File: src/design/spfs_consts.svh
`ifndef SPFS_CONSTS_SVH
`define SPFS_CONSTS_SVH

// pad group widths
`define SPFS_GPIO_W      16
`define SPFS_SP1_W       7
`define SPFS_HOST_W      42
`define SPFS_SP2_W       3
`define SPFS_ATM_ALONE_W 16
`define SPFS_PCI_ALONE_W 8
`define SPFS_STRAP_W     3
`define SPFS_SYNC_W      95

// gpio pin positions of shared functions
`define SPFS_GP_QCLK     1
`define SPFS_GP_SCLK     2
`define SPFS_GP_SP2CLK   8
`define SPFS_GP_PCI_LO   9
`define SPFS_GP_PCI_HI   15
`define SPFS_PCI_SIDE_W  7

// reset values and strap settling count
`define SPFS_STRAP_RESET 3'h0
`define SPFS_SETTLE      2'h3

`endif

File: src/design/spfs_pkg.sv
package spfs_pkg;

	typedef enum logic {
		SPFS_CAPTURE = 1'b0,
		SPFS_LOCKED  = 1'b1
	} spfs_phase_t;

	typedef struct packed {
		logic sp2;
		logic pci;
		logic atm;
	} spfs_strap_t;

endpackage : spfs_pkg

File: src/design/spfs_sync_if.sv
`timescale 1ns/1ps
interface spfs_sync_if #(
	parameter int W = 1
);
	logic [W-1:0] raw;
	logic [W-1:0] clean;
	logic [W-1:0] agree;

	modport syncer (
		input  raw,
		output clean,
		output agree
	);
	modport user (
		output raw,
		input  clean,
		input  agree
	);
endinterface : spfs_sync_if

File: src/design/spfs_pin_mux.sv
`timescale 1ns/1ps
`include "spfs_consts.svh"
// Summary of operation
// - clock-out and serial port 2 clock pins leave reset in clock function, enables clear.
// - gpio enable bit set hands that pin to the gpio function.
// - enabled gpio pin: direction 0 is input, direction 1 drives output.
// - gpio pins 9 to 15 are gpio only while pci strap is 0.
// - atm strap low: shared pins carry serial port 1, atm port disabled.
// - atm strap high: shared serial port 1 pins become atm address pins.
// - pci strap low: shared host/pci pins carry host port functions.
// - pci strap high: all shared host pins, data included, carry pci signals.
// - straps latched once after reset ends and the synchroniser settles, then fixed; software pins switch whenever clkEn is high.
// - standalone atm and pci pads held undriven while their peripheral is deselected.
// - eeprom takes serial port 2 pins only with pci 1 and serial port 2 strap 0.
module spfs_pin_mux (
	input  wire logic                          clk,
	input  wire logic                          rst,
	input  wire logic                          clkEn,
	input  wire logic                          atmPortSelectStrap,
	input  wire logic                          pciSelectStrap,
	input  wire logic                          serialPort2SelectStrap,
	output logic                               strapsLocked,
	output logic                               atmPortEnable,
	output logic                               pciPortEnable,
	output logic                               hostPortEnable,
	output logic                               eepromEnable,
	input  wire logic [`SPFS_GPIO_W-1:0]       gpioPinEnableBit,
	input  wire logic [`SPFS_GPIO_W-1:0]       gpioPinDirectionBit,
	input  wire logic [`SPFS_GPIO_W-1:0]       gpioOut,
	output logic      [`SPFS_GPIO_W-1:0]       gpioIn,
	input  wire logic                          quarterRateClockOut,
	input  wire logic                          sixthRateClockOut,
	output logic                               serialPort2ExtClock,
	input  wire logic [`SPFS_PCI_SIDE_W-1:0]   pciSideOut,
	input  wire logic [`SPFS_PCI_SIDE_W-1:0]   pciSideOe,
	output logic      [`SPFS_PCI_SIDE_W-1:0]   pciSideIn,
	input  wire logic [`SPFS_GPIO_W-1:0]       gpPadIn,
	output logic      [`SPFS_GPIO_W-1:0]       gpPadOut,
	output logic      [`SPFS_GPIO_W-1:0]       gpPadOe,
	input  wire logic [`SPFS_SP1_W-1:0]        sp1Out,
	input  wire logic [`SPFS_SP1_W-1:0]        sp1Oe,
	output logic      [`SPFS_SP1_W-1:0]        sp1In,
	output logic      [`SPFS_SP1_W-1:0]        atmAddrIn,
	input  wire logic [`SPFS_SP1_W-1:0]        sp1PadIn,
	output logic      [`SPFS_SP1_W-1:0]        sp1PadOut,
	output logic      [`SPFS_SP1_W-1:0]        sp1PadOe,
	input  wire logic [`SPFS_ATM_ALONE_W-1:0]  atmAloneOut,
	input  wire logic [`SPFS_ATM_ALONE_W-1:0]  atmAloneOe,
	output logic      [`SPFS_ATM_ALONE_W-1:0]  atmAloneIn,
	input  wire logic [`SPFS_ATM_ALONE_W-1:0]  atmAlonePadIn,
	output logic      [`SPFS_ATM_ALONE_W-1:0]  atmAlonePadOut,
	output logic      [`SPFS_ATM_ALONE_W-1:0]  atmAlonePadOe,
	input  wire logic [`SPFS_HOST_W-1:0]       hostOut,
	input  wire logic [`SPFS_HOST_W-1:0]       hostOe,
	output logic      [`SPFS_HOST_W-1:0]       hostIn,
	input  wire logic [`SPFS_HOST_W-1:0]       pciOut,
	input  wire logic [`SPFS_HOST_W-1:0]       pciOe,
	output logic      [`SPFS_HOST_W-1:0]       pciIn,
	input  wire logic [`SPFS_HOST_W-1:0]       hostPadIn,
	output logic      [`SPFS_HOST_W-1:0]       hostPadOut,
	output logic      [`SPFS_HOST_W-1:0]       hostPadOe,
	input  wire logic [`SPFS_PCI_ALONE_W-1:0]  pciAloneOut,
	input  wire logic [`SPFS_PCI_ALONE_W-1:0]  pciAloneOe,
	output logic      [`SPFS_PCI_ALONE_W-1:0]  pciAloneIn,
	input  wire logic [`SPFS_PCI_ALONE_W-1:0]  pciAlonePadIn,
	output logic      [`SPFS_PCI_ALONE_W-1:0]  pciAlonePadOut,
	output logic      [`SPFS_PCI_ALONE_W-1:0]  pciAlonePadOe,
	input  wire logic [`SPFS_SP2_W-1:0]        sp2Out,
	input  wire logic [`SPFS_SP2_W-1:0]        sp2Oe,
	output logic      [`SPFS_SP2_W-1:0]        sp2In,
	input  wire logic [`SPFS_SP2_W-1:0]        eepromOut,
	input  wire logic [`SPFS_SP2_W-1:0]        eepromOe,
	output logic      [`SPFS_SP2_W-1:0]        eepromIn,
	input  wire logic [`SPFS_SP2_W-1:0]        sp2PadIn,
	output logic      [`SPFS_SP2_W-1:0]        sp2PadOut,
	output logic      [`SPFS_SP2_W-1:0]        sp2PadOe
);
	spfs_sync_if #(.W(`SPFS_SYNC_W)) syncBus ();

	spfs_pkg::spfs_strap_t                strapS;
	logic [`SPFS_PCI_ALONE_W-1:0]         pciAloneS;
	logic [`SPFS_ATM_ALONE_W-1:0]         atmAloneS;
	logic [`SPFS_SP2_W-1:0]               sp2S;
	logic [`SPFS_HOST_W-1:0]              hostS;
	logic [`SPFS_SP1_W-1:0]               sp1S;
	logic [`SPFS_GPIO_W-1:0]              gpS;
	logic [`SPFS_SYNC_W-1:0]              agreeAll;
	logic                                 strapAgree;

	spfs_pkg::spfs_phase_t                phase;
	spfs_pkg::spfs_phase_t                next_phase;
	spfs_pkg::spfs_strap_t                strap;
	spfs_pkg::spfs_strap_t                next_strap;
	logic [1:0]                           settleCount;
	logic [1:0]                           next_settleCount;
	logic                                 strapArmed;
	logic                                 next_strapArmed;

	logic [`SPFS_GPIO_W-1:0]              gpOwn;
	logic [`SPFS_GPIO_W-1:0]              dflOut;
	logic [`SPFS_GPIO_W-1:0]              dflOe;
	logic                                 eepromSel;

	logic [`SPFS_GPIO_W-1:0]              next_gpPadOut;
	logic [`SPFS_GPIO_W-1:0]              next_gpPadOe;
	logic [`SPFS_GPIO_W-1:0]              next_gpioIn;
	logic                                 next_serialPort2ExtClock;
	logic [`SPFS_PCI_SIDE_W-1:0]          next_pciSideIn;
	logic [`SPFS_SP1_W-1:0]               next_sp1PadOut;
	logic [`SPFS_SP1_W-1:0]               next_sp1PadOe;
	logic [`SPFS_SP1_W-1:0]               next_sp1In;
	logic [`SPFS_SP1_W-1:0]               next_atmAddrIn;
	logic [`SPFS_ATM_ALONE_W-1:0]         next_atmAlonePadOut;
	logic [`SPFS_ATM_ALONE_W-1:0]         next_atmAlonePadOe;
	logic [`SPFS_ATM_ALONE_W-1:0]         next_atmAloneIn;
	logic [`SPFS_HOST_W-1:0]              next_hostPadOut;
	logic [`SPFS_HOST_W-1:0]              next_hostPadOe;
	logic [`SPFS_HOST_W-1:0]              next_hostIn;
	logic [`SPFS_HOST_W-1:0]              next_pciIn;
	logic [`SPFS_PCI_ALONE_W-1:0]         next_pciAlonePadOut;
	logic [`SPFS_PCI_ALONE_W-1:0]         next_pciAlonePadOe;
	logic [`SPFS_PCI_ALONE_W-1:0]         next_pciAloneIn;
	logic [`SPFS_SP2_W-1:0]               next_sp2PadOut;
	logic [`SPFS_SP2_W-1:0]               next_sp2PadOe;
	logic [`SPFS_SP2_W-1:0]               next_sp2In;
	logic [`SPFS_SP2_W-1:0]               next_eepromIn;

	// every pad input, straps included, goes through the three-stage synchroniser
	assign syncBus.raw = {serialPort2SelectStrap, pciSelectStrap, atmPortSelectStrap,
		pciAlonePadIn, atmAlonePadIn, sp2PadIn, hostPadIn, sp1PadIn, gpPadIn};
	assign {strapS, pciAloneS, atmAloneS, sp2S, hostS, sp1S, gpS} = syncBus.clean;
	assign agreeAll = syncBus.agree;
	assign strapAgree = &agreeAll[`SPFS_SYNC_W-1 -: `SPFS_STRAP_W];

	spfs_pin_sync #(.W(`SPFS_SYNC_W)) u_sync (
		.clk   (clk),
		.rst   (rst),
		.clkEn (clkEn),
		.pins  (syncBus)
	);

	// strap capture: the sync chain is refilled after reset, so wait for it to settle
	always_comb begin
		next_phase       = phase;
		next_strap       = strap;
		next_settleCount = settleCount;
		next_strapArmed  = strapArmed;
		case (phase)
			spfs_pkg::SPFS_CAPTURE: begin
				// clean lags the agreeing stages by one edge, so latch one edge after they agree
				if (settleCount != `SPFS_SETTLE) begin
					next_settleCount = settleCount + 2'h1;
				end else if (strapAgree && !strapArmed) begin
					next_strapArmed = 1'b1;
				end else if (strapAgree) begin
					next_strap = strapS;
					next_phase = spfs_pkg::SPFS_LOCKED;
				end else begin
					next_strapArmed = 1'b0;
				end
			end
			spfs_pkg::SPFS_LOCKED: begin
				next_phase = spfs_pkg::SPFS_LOCKED;
			end
			default: begin
				next_phase = spfs_pkg::SPFS_CAPTURE;
			end
		endcase
	end

	always_ff @(posedge clk) begin
		if (rst) begin
			phase       <= spfs_pkg::SPFS_CAPTURE;
			strap       <= `SPFS_STRAP_RESET;
			settleCount <= 2'h0;
			strapArmed  <= 1'b0;
		end else if (clkEn) begin
			phase       <= next_phase;
			strap       <= next_strap;
			settleCount <= next_settleCount;
			strapArmed  <= next_strapArmed;
		end
	end

	// per-pin default function of the gpio pads
	genvar g;
	generate
		for (g = 0; g < `SPFS_GPIO_W; g++) begin : gpBit
			localparam bit PCI_PIN = (g >= `SPFS_GP_PCI_LO) && (g <= `SPFS_GP_PCI_HI);
			assign gpOwn[g] = gpioPinEnableBit[g] && !(PCI_PIN && strap.pci);
			if (g == `SPFS_GP_QCLK) begin : qclk
				assign dflOut[g] = quarterRateClockOut;
				assign dflOe[g]  = 1'b1;
			end else if (g == `SPFS_GP_SCLK) begin : sclk
				assign dflOut[g] = sixthRateClockOut;
				assign dflOe[g]  = 1'b1;
			end else if (PCI_PIN) begin : pciPin
				assign dflOut[g] = pciSideOut[g-`SPFS_GP_PCI_LO];
				assign dflOe[g]  = strap.pci && pciSideOe[g-`SPFS_GP_PCI_LO];
			end else begin : plain
				assign dflOut[g] = 1'b0;
				assign dflOe[g]  = 1'b0;
			end
		end
	endgenerate

	assign eepromSel = strap.pci && !strap.sp2;

	always_comb begin
		// gpio pads: direction only counts while the pin is owned by gpio
		next_gpPadOut = (gpOwn & gpioOut) | (~gpOwn & dflOut);
		next_gpPadOe  = (gpOwn & gpioPinDirectionBit) | (~gpOwn & dflOe);
		next_gpioIn   = gpOwn & gpS;
		next_serialPort2ExtClock = !gpOwn[`SPFS_GP_SP2CLK] && gpS[`SPFS_GP_SP2CLK];
		next_pciSideIn = strap.pci ? gpS[`SPFS_GP_PCI_HI:`SPFS_GP_PCI_LO] : '0;
		// serial port 1 or atm address pins; atm address lines are inputs
		next_sp1PadOut = strap.atm ? '0 : sp1Out;
		next_sp1PadOe  = strap.atm ? '0 : sp1Oe;
		next_sp1In     = strap.atm ? '0 : sp1S;
		next_atmAddrIn = strap.atm ? sp1S : '0;
		// standalone pads are tied off rather than left to a deselected peripheral
		next_atmAlonePadOut = strap.atm ? atmAloneOut : '0;
		next_atmAlonePadOe  = strap.atm ? atmAloneOe : '0;
		next_atmAloneIn     = strap.atm ? atmAloneS : '0;
		next_pciAlonePadOut = strap.pci ? pciAloneOut : '0;
		next_pciAlonePadOe  = strap.pci ? pciAloneOe : '0;
		next_pciAloneIn     = strap.pci ? pciAloneS : '0;
		// host port or pci on the shared data and control pins
		next_hostPadOut = strap.pci ? pciOut : hostOut;
		next_hostPadOe  = strap.pci ? pciOe : hostOe;
		next_hostIn     = strap.pci ? '0 : hostS;
		next_pciIn      = strap.pci ? hostS : '0;
		// serial port 2 pins, taken by the eeprom only with pci strap 1 and serial port 2 strap 0
		next_sp2PadOut = eepromSel ? eepromOut : sp2Out;
		next_sp2PadOe  = eepromSel ? eepromOe : sp2Oe;
		next_sp2In     = eepromSel ? '0 : sp2S;
		next_eepromIn  = eepromSel ? sp2S : '0;
	end

	// reset value drives no pad at all, clock outs included; default owners take over once reset ends
	always_ff @(posedge clk) begin
		if (rst) begin
			gpPadOut            <= '0;
			gpPadOe             <= '0;
			gpioIn              <= '0;
			serialPort2ExtClock <= 1'b0;
			pciSideIn           <= '0;
			sp1PadOut           <= '0;
			sp1PadOe            <= '0;
			sp1In               <= '0;
			atmAddrIn           <= '0;
			atmAlonePadOut      <= '0;
			atmAlonePadOe       <= '0;
			atmAloneIn          <= '0;
			pciAlonePadOut      <= '0;
			pciAlonePadOe       <= '0;
			pciAloneIn          <= '0;
			hostPadOut          <= '0;
			hostPadOe           <= '0;
			hostIn              <= '0;
			pciIn               <= '0;
			sp2PadOut           <= '0;
			sp2PadOe            <= '0;
			sp2In               <= '0;
			eepromIn            <= '0;
		end else if (clkEn) begin
			gpPadOut            <= next_gpPadOut;
			gpPadOe             <= next_gpPadOe;
			gpioIn              <= next_gpioIn;
			serialPort2ExtClock <= next_serialPort2ExtClock;
			pciSideIn           <= next_pciSideIn;
			sp1PadOut           <= next_sp1PadOut;
			sp1PadOe            <= next_sp1PadOe;
			sp1In               <= next_sp1In;
			atmAddrIn           <= next_atmAddrIn;
			atmAlonePadOut      <= next_atmAlonePadOut;
			atmAlonePadOe       <= next_atmAlonePadOe;
			atmAloneIn          <= next_atmAloneIn;
			pciAlonePadOut      <= next_pciAlonePadOut;
			pciAlonePadOe       <= next_pciAlonePadOe;
			pciAloneIn          <= next_pciAloneIn;
			hostPadOut          <= next_hostPadOut;
			hostPadOe           <= next_hostPadOe;
			hostIn              <= next_hostIn;
			pciIn               <= next_pciIn;
			sp2PadOut           <= next_sp2PadOut;
			sp2PadOe            <= next_sp2PadOe;
			sp2In               <= next_sp2In;
			eepromIn            <= next_eepromIn;
		end
	end

	assign strapsLocked   = (phase == spfs_pkg::SPFS_LOCKED);
	assign atmPortEnable  = strap.atm;
	assign pciPortEnable  = strap.pci;
	assign hostPortEnable = !strap.pci;
	assign eepromEnable   = eepromSel;
endmodule : spfs_pin_mux

File: src/design/spfs_pin_sync.sv
`timescale 1ns/1ps
module spfs_pin_sync #(
	parameter int W = 1
) (
	input  wire logic clk,
	input  wire logic rst,
	input  wire logic clkEn,
	spfs_sync_if.syncer pins
);
	logic [W-1:0] stage1;
	logic [W-1:0] stage2;
	logic [W-1:0] stage3;
	logic [W-1:0] clean;
	logic [W-1:0] next_clean;

	// a change is taken only once the second and third stage agree
	always_comb begin
		next_clean = (clean & (stage2 ^ stage3)) | (stage3 & ~(stage2 ^ stage3));
	end

	always_ff @(posedge clk) begin
		if (rst) begin
			stage1 <= '0;
			stage2 <= '0;
			stage3 <= '0;
			clean  <= '0;
		end else if (clkEn) begin
			stage1 <= pins.raw;
			stage2 <= stage1;
			stage3 <= stage2;
			clean  <= next_clean;
		end
	end

	assign pins.clean = clean;
	assign pins.agree = ~(stage2 ^ stage3);
endmodule : spfs_pin_sync

File: config.mk
export PLATFORM = sky130hd
export DESIGN_NAME = spfs_pin_mux
export DESIGN_NICKNAME = d
export VERILOG_FILES = /design/src/design/spfs_pkg.sv /design/src/design/spfs_sync_if.sv /design/src/design/spfs_pin_mux.sv /design/src/design/spfs_pin_sync.sv
export VERILOG_INCLUDE_DIRS = /design/src /design/src/design
export SDC_FILE = /design/constraint.sdc
export NUM_CORES = 1
export LEC_CHECK = 0
export BUFFER_PORTS_ARGS = -buffer_cell sky130_fd_sc_hd__clkbuf_2
export CORE_AREA = 5 5 287 289
export CTS_CLUSTER_DIAMETER = 40
export DETAILED_ROUTE_END_ITERATION = 8
export DIE_AREA = 0 0 292 294
export PLACE_DENSITY_LB_ADDON = 0.12
export SLEW_MARGIN = 20
export SYNTH_ARGS = -nofsm -noshare
export SYNTH_HDL_FRONTEND = slang
export SYNTH_HIERARCHICAL = 1
export SYNTH_SLANG_ARGS = --single-unit
export TNS_END_PERCENT = 5
File: constraint.sdc
create_clock -name clk -period 2.25 [get_ports clk]
set_input_delay 0.225 -clock clk [delete_from_list [all_inputs] [get_ports clk]]
set_output_delay 0.225 -clock clk [all_outputs]
set_load 0.02 [all_outputs]
Word level (Yosys, flattened, before mapping):

Index checks and enable logic that the tools add are counted.

* bitwise gates (word level): 16
* equal/unequal tests: 2
* reductions and logical operators: 25
* add/subtract/negate cells: 1
* mux-type cells: 25

Operator list (count)
* AND 95 bit: 2
* 2-to-1 mux 42 bit: 4
* inverter 95 bit: 1
* bitwise OR 95 bit: 1
* bitwise XOR 95 bit: 1
* AND 16 bit: 5
* 2-to-1 mux 16 bit: 3
* 2-to-1 mux 7 bit: 5
* bitwise OR 16 bit: 2
* 2-to-1 mux 8 bit: 3
* logical AND 1 bit: 17
* inverter 16 bit: 1
* 2-to-1 mux 3 bit: 4
* AND reduction 7 bit: 1
* AND reduction 3 bit: 2
* 2-to-1 mux 1 bit: 5
* logical NOT 1 bit: 4
* AND reduction 4 bit: 1
* inverter 1 bit: 3
* adder 2 x 1 -> 2 bit, second input constant: 1
* inequality test 2 x 1 -> 1 bit, second input constant: 1
* inequality test 2 bit, second input constant: 1
* one-hot mux 1 bit (2 select lines): 1

* bits of input ports: 404
* logic and storage cells: 102
* register bits after elaboration: 723

Longest topological paths before layout:

* word-level depth: 7
* depth in mapped cells: 6
* depth with buffers taken out: 4

Hierarchy:

Netlist, hierarchy kept.

By module, submodules not included
* spfs_pin_sync: area each 16246.8 um^2, times used 1, cells an instance 1626, seq. area each 7607.3 um^2
* spfs_pin_mux: area each 13938.4 um^2, times used 1, cells an instance 1520, seq. area each 6866.6 um^2

Least setup slack after synthesis:

No wires, ideal clock.

* path type: register -> register
* start: register strap (netlist bit pciPortEnable)
* end: register hostPadOe[16]
* cell stages (with the launch flop): 6
* path slack: 0.879 ns
* data required time: 2.104 ns
* path buffers: 3
* arrival: 1.225 ns
* clock period less this slack: 1.371 ns
* library setup time: 0.146 ns
* cells stage by stage: dfxtp_1 -> buf_6 -> buf_12 -> buf_12 -> mux2i_1 -> a211oi_2

* word-level cells in the longest chain between the ends: 1

Ends and longest elaborated chain
* start, declared: RTL line spfs_pin_mux.sv:92 `spfs_pkg::spfs_strap_t strap;`
* start signal, assigned: RTL line spfs_pin_mux.sv:174 `` strap <= `SPFS_STRAP_RESET; ``
* start signal, assigned: RTL line spfs_pin_mux.sv:179 `strap <= next_strap;`
* 2-to-1 mux 42 bit: RTL line spfs_pin_mux.sv:230 `next_hostPadOe = strap.pci ? pciOe : hostOe;`
* end signal, assigned: RTL line spfs_pin_mux.sv:283 `hostPadOe <= next_hostPadOe;`
* end, declared: RTL line spfs_pin_mux.sv:61 `` output logic [`SPFS_HOST_W-1:0] hostPadOe, ``

Every way passes these cells.
A chain may end at the register's enable or synchronous reset.

Worst setup path after layout:

* start: register strap (netlist bit pciPortEnable)
* end: output port pciPortEnable

RTL lines
* end, declared: RTL line spfs_pin_mux.sv:24 `output logic pciPortEnable,`

No word-level cell between the ends.

==> out/qor.yml <==
drive_gt1_share_pct: 27.1
ys_warn_count: 6
cts-root-buf: "clkbuf_16"
ctsHtreeMaxLevel: 4
p_total_w: 0.0369
dpl.hpwl_mm: 81.7
endpoint_kind: "primary output"
rr_startpoint: "pciPortEnable$_SDFFE_PP0P_"
crit_path_start: "pciPortEnable$_SDFFE_PP0P_"
worstMarginPinSlew_ns: 0.638
fin_area_um2: 43000
pwr-share-seq_pct: 36.4
core_region_area_um2: 79600
pwr-share-clk_pct: 55.1
multi_input_area_um2: 13000
path_max_fanout: 31
drt_wl_total_mm: 111
hold_class: "in -> reg"
start_util_pct: 36.9
drtIter0Drc: 1438
cp.depth: 3
clkTransAtPathRegs_ns: 0.04
intPower_w: 0.0281
cts_sinks: 723
max_freq_mhz: 468
arrival_ns: 1.91
port_buffers: 744
min_period_over_period_pct: 94.9
r2r_end: "sp2PadOut[0]$_SDFFE_PP0P_"
nNetsFinal: 4613
p_leak_nw: 18.1
die_h_um: 294
syn_avg_cell_area_um2: 9.62
dieArea_um2: 85800
r2r_cells: 6
swShare_pct: 23.8
areaGrowthSynthToFinish_pct: 46.3
irDropWorstVdd_mv: 0.526
dp.cells: 4715
final_antenna_net_count: 0
fin_tns_setup_ns: 0
cts_inserted_buffers: 133
synth_area_um2: 29400
fill_cells: 7288
synthCells: 3054
setup_viol: 0
pwr-share-comb_pct: 8.5
critical_path_buf_inv_count: 3
final_cells: 5384
dpl-instance-area_um2: 34100
vias_per_cell: 4.77
cp_common_cell: "buf_16"
die_w_um: 292
path_class: "reg -> out"
grt_antenna_before_repair: 33
num_vias: 25683
slew_viol_final: 0
required_ns: 2.03
crit_path_end: "pciPortEnable"
r2r_setup_slack_ns: 0.13
seqCellArea_um2: 14500
clockBufferDepth: 3
finalClockSkew_ns: 0.0378
cp_top_family: "buffers and inverters"
gp_congestion: 1.09
hold_viol_final: 0
gr-total-overflow: 0
drc: 0
slew_headroom_pct: 57.5
cts_tree: "done"
power.switching_w: 0.00880
critPathSlowestCell: "dfxtp_4"
slowest_delay_ns: 0.43
syn-num-nets: 3459
detail_route.wl_per_cell_um: 20.5
cap_violations: 0
num_rows: 104
grt_max_degree: 117
clk_latency_ns: 0.69
status: "finished clean"
rsz0062_at_grt: "no"
first_pass_iters: 5
crit_chain: "buf_16 -> buf_16 -> clkbuf_2"
startpoint_type: "register"
power.density_nw_per_um2: 858
grt_pass1_wl_mm: 163
grt_pass1_vias: 25461
grt_usage_pct: 24.7
pin_count: 745
place_ws_ns: 0.576
worst_slack_ns: 0.115
final.min_clock_period_ns: 2.13
[metal layers]
metal / part of all wire (%) / global-route usage [%]
met1: 42 / 30.4
met2: 47 / 41.2
met3: 6.3 / 6.29
met4: 4.4 / 10.8
met5: 0.037 / 0
[tightest hold or removal path: stages]
cell      delay [ns]
clkbuf_2        0.15
a22oi_1         0.21
a211oi_1        0.09
[cell type report]
| cell class | instances | share of cell area, % |
|---|---|---|
| Tap cell | 1060 | 3.08 |
| Inverter | 97 | 0.847 |
| Antenna cell | 12 | 0.0698 |
| Clock buffer | 175 | 8.70 |
| Sequential cell | 723 | 33.7 |
| Multi-Input combinational cell | 2002 | 30.3 |
| Clock inverter | 64 | 2.09 |
| Timing Repair Buffer | 1251 | 21.2 |
[stage by stage]
step / utilization [%] / hold slack [ns]
after global placement: 42.8 / 0.452
after global routing: 54.0 / 0.0264
final: 54.0 / 0.0561
after detailed placement: 42.8 / 0.458
after floorplan: - / 0.364
after CTS: 54.0 / 0.00382
[what timing repair did]
action,4_1_cts,5_1_grt
buffers inserted,0,0
setup endpoints to repair,1,0
hold buffers,417,0
resized for setup,2,0
endpoints found under the hold margin,319,0
[power groups by stage]
stage          combinational [W]  sequential, W  clock (W)
3_5_place_dp             0.00251         0.0137          0
3_3_place_gp             0.00251         0.0137          0
2_1_floorplan            0.00134         0.0138          0
5_1_grt                  0.00337         0.0134     0.0215
6_report                 0.00314         0.0134     0.0203
4_1_cts                  0.00313         0.0134     0.0209
[cell usage in the layout (no fill, tap or decap), types with 12 or more instances in the layout]
cell	count
clkbuf_16	135
bufinv_16	14
inv_1	96
buf_12	37
dfxtp_1	722
a21oi_2	13
a211oi_1	30
mux2i_1	383
nand3_1	36
buf_4	50
clkinv_2	12
dlygate4sd3_1	417
clkinvlp_4	12
clkbuf_8	21
a21oi_1	310
nor2b_1	294
nand2b_1	139
clkbuf_2	742
o32ai_2	27
o32ai_1	68
a211oi_2	70
nand2_1	14
clkbuf_1	19
nor2_1	588
diode_2	12
[worst min-delay path by stage]
stage	start	to	slack, ns	cells past startpoint
floorplan	atmAloneOut[10]	atmAlonePadOut[10]$_SDFFE_PP0P_	0.36	2
global placement	pciAloneOe[2]	pciAlonePadOe[2]$_SDFFE_PP0P_	0.45	3
detailed placement	gpioIn[14]$_SDFFE_PP0P_	gpioIn[14]$_SDFFE_PP0P_	0.46	2
CTS	pciSideOe[3]	gpPadOe[12]$_SDFFE_PP0P_	0.004	3
global route	pciSideOe[0]	gpPadOe[9]$_SDFFE_PP0P_	0.03	3
finish	pciSideOe[0]	gpPadOe[9]$_SDFFE_PP0P_	0.06	3
No activity file was read; power rests on OpenSTA's default activity.
